==> config.mk <==
export PLATFORM = sky130hd
export DESIGN_NAME = hst_tx_top
export DESIGN_NICKNAME = d
export VERILOG_FILES = /design/src/rtl/hst_pkg.sv /design/src/rtl/hst_tx_top.sv /design/src/rtl/hst_fifo.sv
export SDC_FILE = /design/constraint.sdc
export NUM_CORES = 1
export LEC_CHECK = 0
export BUFFER_PORTS_ARGS = -buffer_cell sky130_fd_sc_hd__buf_2
export CAP_MARGIN = 20
export CORE_MARGIN = 5
export CORE_UTILIZATION = 60
export DETAILED_ROUTE_END_ITERATION = 10
export GPL_ROUTABILITY_DRIVEN = 0
export MAX_ROUTING_LAYER = met4
export PLACE_DENSITY = 0.82
export SLEW_MARGIN = 20
export SYNTH_ARGS = -nofsm -noshare
export SYNTH_HDL_FRONTEND = slang
export SYNTH_HIERARCHICAL = 1
export SYNTH_SLANG_ARGS = --single-unit
==> constraint.sdc <==
create_clock -name SYS_CLK -period 3.75 [get_ports SYS_CLK]
set_clock_uncertainty 0.2 [all_clocks]
set_input_delay 0.375 -clock SYS_CLK [delete_from_list [all_inputs] [get_ports SYS_CLK]]
set_output_delay 0.375 -clock SYS_CLK [all_outputs]
set_load 0.05 [all_outputs]
==> src/rtl/hst_pkg.sv <==
// shared types and constants for the hd link transmit formatter
package hst_pkg;

	// =====================================================
	// word widths and fixed words
	localparam int WORD_W = 10;
	localparam int LINE_W = 11;
	localparam int CRC_W = 18;
	localparam int PAR_W = 20;
	localparam int FIFO_DEPTH = 8;
	localparam logic [9:0] TRS_ONES = 10'h3FF;
	localparam logic [9:0] TRS_ZERO = 10'h000;
	localparam logic [9:0] CLIP_HI_LIM = 10'h3FC;
	localparam logic [9:0] CLIP_HI_VAL = 10'h3FB;
	localparam logic [9:0] CLIP_LO_LIM = 10'h003;
	localparam logic [9:0] CLIP_LO_VAL = 10'h004;

	// =====================================================
	// field positions inside the timing flags word
	localparam int FLAG_F_POS = 8;
	localparam int FLAG_V_POS = 7;
	localparam int FLAG_H_POS = 6;

	// =====================================================
	// reset values
	localparam logic [LINE_W-1:0] LINE_RST = 11'h000;
	localparam logic [LINE_W-1:0] LINE_FIRST = 11'h001;
	localparam logic [CRC_W-1:0] CRC_RST = 18'h0_0000;
	localparam logic [8:0] SCR_RST = 9'h000;

	// =====================================================
	// one sample of the two synchronous channels from the source
	typedef struct packed {
		logic [WORD_W-1:0] c_word;
		logic [WORD_W-1:0] y_word;
		logic eav_start;  // first of the 8 slots reserved for eav, line number and crc
		logic sav_start;  // first of the 4 slots reserved for sav
		logic field_bit;
		logic vblank_bit;
		logic first_line; // with eav_start: this line is numbered 1
	} hst_sample_t;

	// one formatted sample, chroma and luma
	typedef struct packed {
		logic [WORD_W-1:0] y_word;
		logic [WORD_W-1:0] c_word;
	} hst_pair_t;

	// formatter slot sequence
	typedef enum logic [2:0] {
		S_PASS, S_TRS1, S_TRS2, S_TRS3, S_LN0, S_LN1, S_CRC0, S_CRC1
	} hst_state_t;

endpackage : hst_pkg

==> src/rtl/hst_tx_top.sv <==
// hd link transmit formatter: trs, line number and crc insertion, interleave, scramble, nrzi
`timescale 1ns/1ns

module hst_tx_top
	import hst_pkg::*;
(
	// clock and reset
	input wire logic SYS_CLK,
	input wire logic RST,
	// parallel video source, one sample per handshake
	input wire hst_sample_t VID_IN,
	input wire logic VID_VALID,
	output logic VID_READY,
	// serializer side, 20 bits per cycle
	output logic [PAR_W-1:0] TX_DATA,
	output logic TX_VALID,
	input wire logic TX_READY
);

	// =====================================================
	// crc over one 10-bit word, lsb first, reflected register
	function automatic logic [CRC_W-1:0] crc_word(
		input logic [CRC_W-1:0] crc_in,
		input logic [WORD_W-1:0] d
	);
		logic [CRC_W-1:0] c;
		logic fb;
		c = crc_in;
		fb = 1'b0;
		for (int i = 0; i < WORD_W; i++)
		begin
			fb = d[i] ^ c[0];
			c = {fb, c[CRC_W-1:1]};
			c[12] = c[12] ^ fb; // x^5 tap
			c[13] = c[13] ^ fb; // x^4 tap
		end
		return c;
	endfunction : crc_word

	// keep source data out of the reserved preamble codes
	function automatic logic [WORD_W-1:0] clip_word(input logic [WORD_W-1:0] d);
		if (d >= CLIP_HI_LIM)
			return CLIP_HI_VAL;
		else if (d <= CLIP_LO_LIM)
			return CLIP_LO_VAL;
		else
			return d;
	endfunction : clip_word

	// =====================================================
	// formatter state
	hst_state_t state_reg;
	hst_state_t state_next;
	logic is_eav_reg;
	logic field_reg;
	logic vblank_reg;
	logic in_active_reg;
	logic [LINE_W-1:0] line_reg;
	logic [CRC_W-1:0] crc_c_reg;
	logic [CRC_W-1:0] crc_y_reg;

	// =====================================================
	// named decode wires
	logic fire;
	logic trs_start;
	logic start_eav;
	logic cur_eav;
	logic cur_f;
	logic cur_v;
	logic [WORD_W-1:0] flags_word;
	logic [WORD_W-1:0] ln_word0;
	logic [WORD_W-1:0] ln_word1;
	logic [WORD_W-1:0] crc_c_w0;
	logic [WORD_W-1:0] crc_c_w1;
	logic [WORD_W-1:0] crc_y_w0;
	logic [WORD_W-1:0] crc_y_w1;
	logic crc_take;
	logic crc_clear;
	hst_pair_t fmt_pair;
	logic fifo_in_ready;

	assign fire = VID_VALID && fifo_in_ready;
	assign VID_READY = fifo_in_ready;
	assign trs_start = (state_reg == S_PASS) && (VID_IN.eav_start || VID_IN.sav_start);
	assign start_eav = VID_IN.eav_start;

	// flags for the word being built: latched values after the first slot
	assign cur_eav = (state_reg == S_PASS) ? start_eav : is_eav_reg;
	assign cur_f = field_reg;
	assign cur_v = vblank_reg;

	// flags word with protection bits
	assign flags_word = {1'b1, cur_f, cur_v, cur_eav,
		cur_v ^ cur_eav, cur_f ^ cur_eav, cur_f ^ cur_v,
		cur_f ^ cur_v ^ cur_eav, 2'b00};

	// line number words, same value in both channels
	assign ln_word0 = {~line_reg[6], line_reg[6:0], 2'b00};
	assign ln_word1 = {1'b1, 3'b000, line_reg[10:7], 2'b00};

	// crc words: low nine bits then high nine bits
	assign crc_c_w0 = {~crc_c_reg[8], crc_c_reg[8:0]};
	assign crc_c_w1 = {~crc_c_reg[17], crc_c_reg[17:9]};
	assign crc_y_w0 = {~crc_y_reg[8], crc_y_reg[8:0]};
	assign crc_y_w1 = {~crc_y_reg[17], crc_y_reg[17:9]};

	// crc takes active words, eav words and line number words only
	assign crc_take = fire && in_active_reg && (state_reg != S_CRC0)
		&& (state_reg != S_CRC1);
	assign crc_clear = fire && (state_reg == S_TRS3) && !is_eav_reg;

	// =====================================================
	// per-slot word selection, both channels
	always_comb
	begin
		fmt_pair = '0;
		case (state_reg)
			S_PASS:
			begin
				if (trs_start)
				begin
					fmt_pair.c_word = TRS_ONES;
					fmt_pair.y_word = TRS_ONES;
				end
				else
				begin
					fmt_pair.c_word = clip_word(VID_IN.c_word);
					fmt_pair.y_word = clip_word(VID_IN.y_word);
				end
			end
			S_TRS1, S_TRS2:
			begin
				fmt_pair.c_word = TRS_ZERO;
				fmt_pair.y_word = TRS_ZERO;
			end
			S_TRS3:
			begin
				fmt_pair.c_word = flags_word;
				fmt_pair.y_word = flags_word;
			end
			S_LN0:
			begin
				fmt_pair.c_word = ln_word0;
				fmt_pair.y_word = ln_word0;
			end
			S_LN1:
			begin
				fmt_pair.c_word = ln_word1;
				fmt_pair.y_word = ln_word1;
			end
			S_CRC0:
			begin
				fmt_pair.c_word = crc_c_w0;
				fmt_pair.y_word = crc_y_w0;
			end
			S_CRC1:
			begin
				fmt_pair.c_word = crc_c_w1;
				fmt_pair.y_word = crc_y_w1;
			end
			default:
			begin
				fmt_pair = '0;
			end
		endcase
	end

	// slot sequence: eav is 4 trs + 2 line + 2 crc slots, sav is 4 trs slots
	always_comb
	begin
		state_next = state_reg;
		case (state_reg)
			S_PASS: state_next = trs_start ? S_TRS1 : S_PASS;
			S_TRS1: state_next = S_TRS2;
			S_TRS2: state_next = S_TRS3;
			S_TRS3: state_next = is_eav_reg ? S_LN0 : S_PASS;
			S_LN0: state_next = S_LN1;
			S_LN1: state_next = S_CRC0;
			S_CRC0: state_next = S_CRC1;
			S_CRC1: state_next = S_PASS;
			default: state_next = S_PASS;
		endcase
	end

	// state, latched flags and line count
	always_ff @(posedge SYS_CLK or posedge RST)
	begin
		if (RST)
		begin
			state_reg <= S_PASS;
			is_eav_reg <= 1'b0;
			field_reg <= 1'b0;
			vblank_reg <= 1'b0;
			line_reg <= LINE_RST;
		end
		else if (fire)
		begin
			state_reg <= state_next;
			if (trs_start)
			begin
				is_eav_reg <= start_eav;
				field_reg <= VID_IN.field_bit;
				vblank_reg <= VID_IN.vblank_bit;
				if (start_eav)
					line_reg <= VID_IN.first_line ? LINE_FIRST : line_reg + 1'b1;
			end
		end
	end

	// crc region flag: opens after sav, closes after the second line number word
	always_ff @(posedge SYS_CLK or posedge RST)
	begin
		if (RST)
			in_active_reg <= 1'b0;
		else if (crc_clear)
			in_active_reg <= 1'b1;
		else if (fire && state_reg == S_LN1)
			in_active_reg <= 1'b0;
	end

	// two independent line crcs
	always_ff @(posedge SYS_CLK or posedge RST)
	begin
		if (RST)
		begin
			crc_c_reg <= CRC_RST;
			crc_y_reg <= CRC_RST;
		end
		else if (crc_clear)
		begin
			crc_c_reg <= CRC_RST;
			crc_y_reg <= CRC_RST;
		end
		else if (crc_take)
		begin
			crc_c_reg <= crc_word(crc_c_reg, fmt_pair.c_word);
			crc_y_reg <= crc_word(crc_y_reg, fmt_pair.y_word);
		end
	end

	// =====================================================
	// buffer between formatter and encoder; chroma sits in the low word
	logic fifo_out_valid;
	logic [PAR_W-1:0] fifo_out_data;
	logic enc_pop;

	hst_fifo #(
		.WIDTH(PAR_W),
		.DEPTH(FIFO_DEPTH)
	) u_hst_fifo (
		.clk(SYS_CLK),
		.rst(RST),
		.in_valid(VID_VALID),
		.in_ready(fifo_in_ready),
		.in_data(fmt_pair),
		.out_valid(fifo_out_valid),
		.out_ready(TX_READY),
		.out_data(fifo_out_data)
	);

	assign enc_pop = fifo_out_valid && TX_READY;

	// =====================================================
	// parallel scrambler and nrzi, bit 0 is the first serial bit
	logic [8:0] scr_hist_reg;
	logic nrzi_last_reg;
	logic [28:0] scr_chain;
	logic [20:0] nrzi_chain;

	assign scr_chain[8:0] = scr_hist_reg;
	assign nrzi_chain[0] = nrzi_last_reg;

	genvar gi;
	generate
		for (gi = 0; gi < PAR_W; gi++)
		begin : g_enc
			// s[n] = d[n] ^ s[n-4] ^ s[n-9]
			assign scr_chain[gi+9] = fifo_out_data[gi] ^ scr_chain[gi+5] ^ scr_chain[gi];
			// o[n] = s[n] ^ o[n-1]
			assign nrzi_chain[gi+1] = scr_chain[gi+9] ^ nrzi_chain[gi];
		end
	endgenerate

	// encoder state and registered output
	always_ff @(posedge SYS_CLK or posedge RST)
	begin
		if (RST)
		begin
			scr_hist_reg <= SCR_RST;
			nrzi_last_reg <= 1'b0;
			TX_DATA <= '0;
			TX_VALID <= 1'b0;
		end
		else if (TX_READY)
		begin
			TX_VALID <= fifo_out_valid;
			if (enc_pop)
			begin
				scr_hist_reg <= scr_chain[28:20];
				nrzi_last_reg <= nrzi_chain[20];
				TX_DATA <= nrzi_chain[20:1];
			end
		end
	end

	logic [LINE_W-1:0] line_prev_reg;
	logic [8:0] scr_out_reg;
	always_ff @(posedge SYS_CLK or posedge RST)
	begin
		if (RST)
		begin
			line_prev_reg <= LINE_RST;
			scr_out_reg <= SCR_RST;
		end
		else
		begin
			if (fire && state_reg == S_LN1)
				line_prev_reg <= line_reg;
			if (enc_pop)
				scr_out_reg <= scr_chain[28:20];
		end
	end
endmodule : hst_tx_top

==> src/rtl/hst_fifo.sv <==
// synchronous valid/ready fifo with parameter width and depth
`timescale 1ns/1ns
module hst_fifo #(
	parameter int WIDTH = 20,
	parameter int DEPTH = 8
) (
	// clock and reset
	input wire logic clk,
	input wire logic rst,
	// fill side
	input wire logic in_valid,
	output logic in_ready,
	input wire logic [WIDTH-1:0] in_data,
	// drain side
	output logic out_valid,
	input wire logic out_ready,
	output logic [WIDTH-1:0] out_data
);
	localparam int AW = $clog2(DEPTH);
	localparam logic [AW:0] DEPTH_CNT = (AW+1)'(DEPTH);
	localparam logic [AW-1:0] LAST_IDX = AW'(DEPTH - 1);

	logic [WIDTH-1:0] mem [DEPTH];
	logic [AW-1:0] wr_ptr_reg;
	logic [AW-1:0] rd_ptr_reg;
	logic [AW:0] count_reg;
	logic push;
	logic pop;

	// honest full and empty from the occupancy count
	assign in_ready = (count_reg != DEPTH_CNT);
	assign out_valid = (count_reg != '0);
	assign out_data = mem[rd_ptr_reg];
	assign push = in_valid && in_ready;
	assign pop = out_valid && out_ready;

	// storage write
	always_ff @(posedge clk)
	begin
		if (push)
			mem[wr_ptr_reg] <= in_data;
	end

	// pointers and count
	always_ff @(posedge clk or posedge rst)
	begin
		if (rst)
		begin
			wr_ptr_reg <= '0;
			rd_ptr_reg <= '0;
			count_reg <= '0;
		end
		else
		begin
			if (push)
				wr_ptr_reg <= (wr_ptr_reg == LAST_IDX) ? '0 : wr_ptr_reg + 1'b1;
			if (pop)
				rd_ptr_reg <= (rd_ptr_reg == LAST_IDX) ? '0 : rd_ptr_reg + 1'b1;
			if (push && !pop)
				count_reg <= count_reg + 1'b1;
			else if (pop && !push)
				count_reg <= count_reg - 1'b1;
		end
	end

endmodule : hst_fifo

==> metrics.cfg <==
[clocking]
cts_tree=built
clock_tree.buffer_depth=3
cts.root.buffer_cell=sky130_fd_sc_hd__clkbuf_16
numCtsBuffers=26
clkLatencyLatePin_ps=530
cts.clk_slew.worst_paths_ps=60
cts-htree-levels=1
clock_sink_count=254

[floorplan]
num_rows=52
design.portCount=51
die_area_sq_mm=0.0235
fp.coreArea_sq_mm=0.0202
floorplan.die.height_microns=153
die_w_microns=153
initial_utilization_pct=60.8

[critical_path]
cp_top_family=XOR/XNOR gates
critPathRequiredTime_ps=3950
critical_path_peak_fanout=9
worst_path_largest_cell_delay_ps=590
cp.arrival_ps=3800
cell_by_cell_listing_of_the_critical_path=buf_4 > mux4_1 > mux2_2 > xnor2_4 > xnor3_2 > xnor2_2 > xnor3_2 > xnor2_2 > xnor2_1 > o21ai_1
startpoint_type=flip-flop
reg2reg_setup_slack_ps=150
critical_path_class=reg -> reg
critical_path.endpoint_type=flip-flop
worst-path-buf-inv=1
worst_path_max_delay_cell=sky130_fd_sc_hd__mux4_1

[detailed_routing]
detail_route.wl_per_cell_microns=21.5
met3WireLength_microns=1450
remaining_drc_errors=0
route.layer.met1.wl_microns=11200
wl_met2_microns=13200
drtIter0Drc=516
highest-signal-layer=met4
drtPass1Iterations=5
route.vias.total=7382
antenna_left=0
drt-vias-per-instance=5.98
routed_wirelength_microns=26600

[placement]
preCtsSetupSlack_ps=117
placed_area_sq_mm=0.0130
port_buffers=50
hpwlAfterDp_microns=17300
placed_cells_incl_taps=1180

[timing]
finalWorstPathRequiredPeriod_ps=3600
slew-limit-headroom_pct=48.1
max_slew.worst_pin.slew_ps=778
timing.final.crit_share_pct=96.1
setup-tns-final_ps=0
finalWorstSetupSlack_ps=145
setup-violations-final=0
grt_setup_unrepaired=no
hold_violations_final=0
slew_violations=0
fmax_ghz=0.277

[synthesis]
ys.flop_type=sky130_fd_sc_hd__edfxtp_1
syn_avg_cell_area_sq_um=14.1
synth_sequential_area_ratio_pct=58.1
ys_ff_latch=254
async_reset_ff_share_pct=37.0
ys.warnings.count=6
syn-num-nets=909
number_of_enable_flip_flop_cells_after_synthesis=160
post_synthesis_cell_area_sq_mm=0.0123
postSynthCellCount=871
synth_cell_types=59

[outcome]
run_status=finished, final reports clean

[global_routing]
grt.total_usage_pct=23.5
grt_start_max_net_pins=59
grt_antenna_before_repair=0
via_count_of_the_first_global_routing_pass=7448
globalRoute.totalOverflow=0
wire_length_of_the_first_global_routing_pass_microns=42300

[finish]
layout.cells.non_filler=1235
most-common-layout-cells=160 x sky130_fd_sc_hd__edfxtp_1, 93 x sky130_fd_sc_hd__dfrtp_1, 87 x sky130_fd_sc_hd__xnor2_1
flow.area_growth_from_synthesis_pct=13.3
regMostFlops=u_hst_fifo/mem
number_of_flip_flops_under_the_largest_register_name=160
mostFrequentLayoutCell=sky130_fd_sc_hd__edfxtp_1
drive_above_1_share_pct=19.4
insertedDiodeCount=0
largest_registers_in_the_final_layout=u_hst_fifo/mem x160, TX_DATA x20
nets=983
stdcell_area_sq_mm=0.0139

[min_path]
holdCritPathClass=in -> reg

[flow_run]
drv_cap=0

-- cell type report --
class | count | area [sq um]
Sequential cell | 254 | 7160
Multi-Input combinational cell | 562 | 4950
Tap cell | 270 | 338
Timing Repair Buffer | 91 | 588
Clock buffer | 32 | 714
Clock inverter | 16 | 155
Fill cell | 1340 | 6290
Inverter | 10 | 40.0
-- final timing paths --
check / startpoint / endpoint / depth (start not counted)
max in group asynchronous: RST / line_reg[4] / 4
setup / recovery: u_hst_fifo/rd_ptr_reg[0] / TX_DATA[19] / 10
hold / removal: VID_IN[4] / is_eav_reg / 3
setup reg to reg: u_hst_fifo/rd_ptr_reg[0] / TX_DATA[19] / 10
hold reg to reg: TX_DATA[10] / TX_DATA[10] / 2
min in group asynchronous: RST / u_hst_fifo/wr_ptr_reg[2] / 3
-- tightest hold or removal path: cells and delay by family --
kind / cells / cell delay (ps)
compound gates: 1 / 100
buf+inv: 1 / 90
simple gates: 1 / 120
-- layer usage --
metal / vias to the layer above / track usage (%)
li1: 3398 / -
met1: 3673 / 31.1
met2: 249 / 39.1
met3: 62 / 2.94
met4: 0 / 6.07
met5: - / -
-- kinds of logic after synthesis --
group,synth area share (%)
fa+ha+maj,0.976
simple gates,7.66
buf+inv,2.12
flops,58.1
mux,12.3
xor+xnor,11.8
compound gates,6.95
-- metrics by stage --
step | utilization (%) | hold WS [ps]
after floorplan | - | 15.2
after global placement | 64.1 | 201
after detailed placement | 64.1 | 204
after CTS | 68.8 | 0.723
after global routing | 68.9 | 21.9
final | 68.9 | 1.77
-- synth_stat cells (10+ instances only) --
library cell	count	area, sq um
sky130_fd_sc_hd__nor2_1	31	116
sky130_fd_sc_hd__o22a_1	14	123
sky130_fd_sc_hd__inv_1	10	37.5
sky130_fd_sc_hd__xor2_1	34	298
sky130_fd_sc_hd__nand3_1	16	80.1
sky130_fd_sc_hd__nand2_1	79	297
sky130_fd_sc_hd__a22o_1	10	87.6
sky130_fd_sc_hd__edfxtp_1	160	4800
sky130_fd_sc_hd__mux2_2	32	360
sky130_fd_sc_hd__xnor2_1	90	788
sky130_fd_sc_hd__mux2i_1	13	130
sky130_fd_sc_hd__a21oi_1	17	85.1
sky130_fd_sc_hd__nand2b_1	13	81.3
sky130_fd_sc_hd__o21ai_0	65	325
sky130_fd_sc_hd__clkbuf_1	26	97.6
sky130_fd_sc_hd__buf_2	11	55.1
sky130_fd_sc_hd__mux4_1	34	893
sky130_fd_sc_hd__dfrtp_1	94	2350
-- repair_timing --
action	in CTS	in global routing
hold endpoints to repair	75	0
resized for setup	0	3
hold buffers	7	0
endpoints found under the setup margin	0	4
setup buffers	0	0
Power is left out: the tool's default activity adds up to more than one toggle a clock period on the data nets, which glitch-free logic cannot reach.
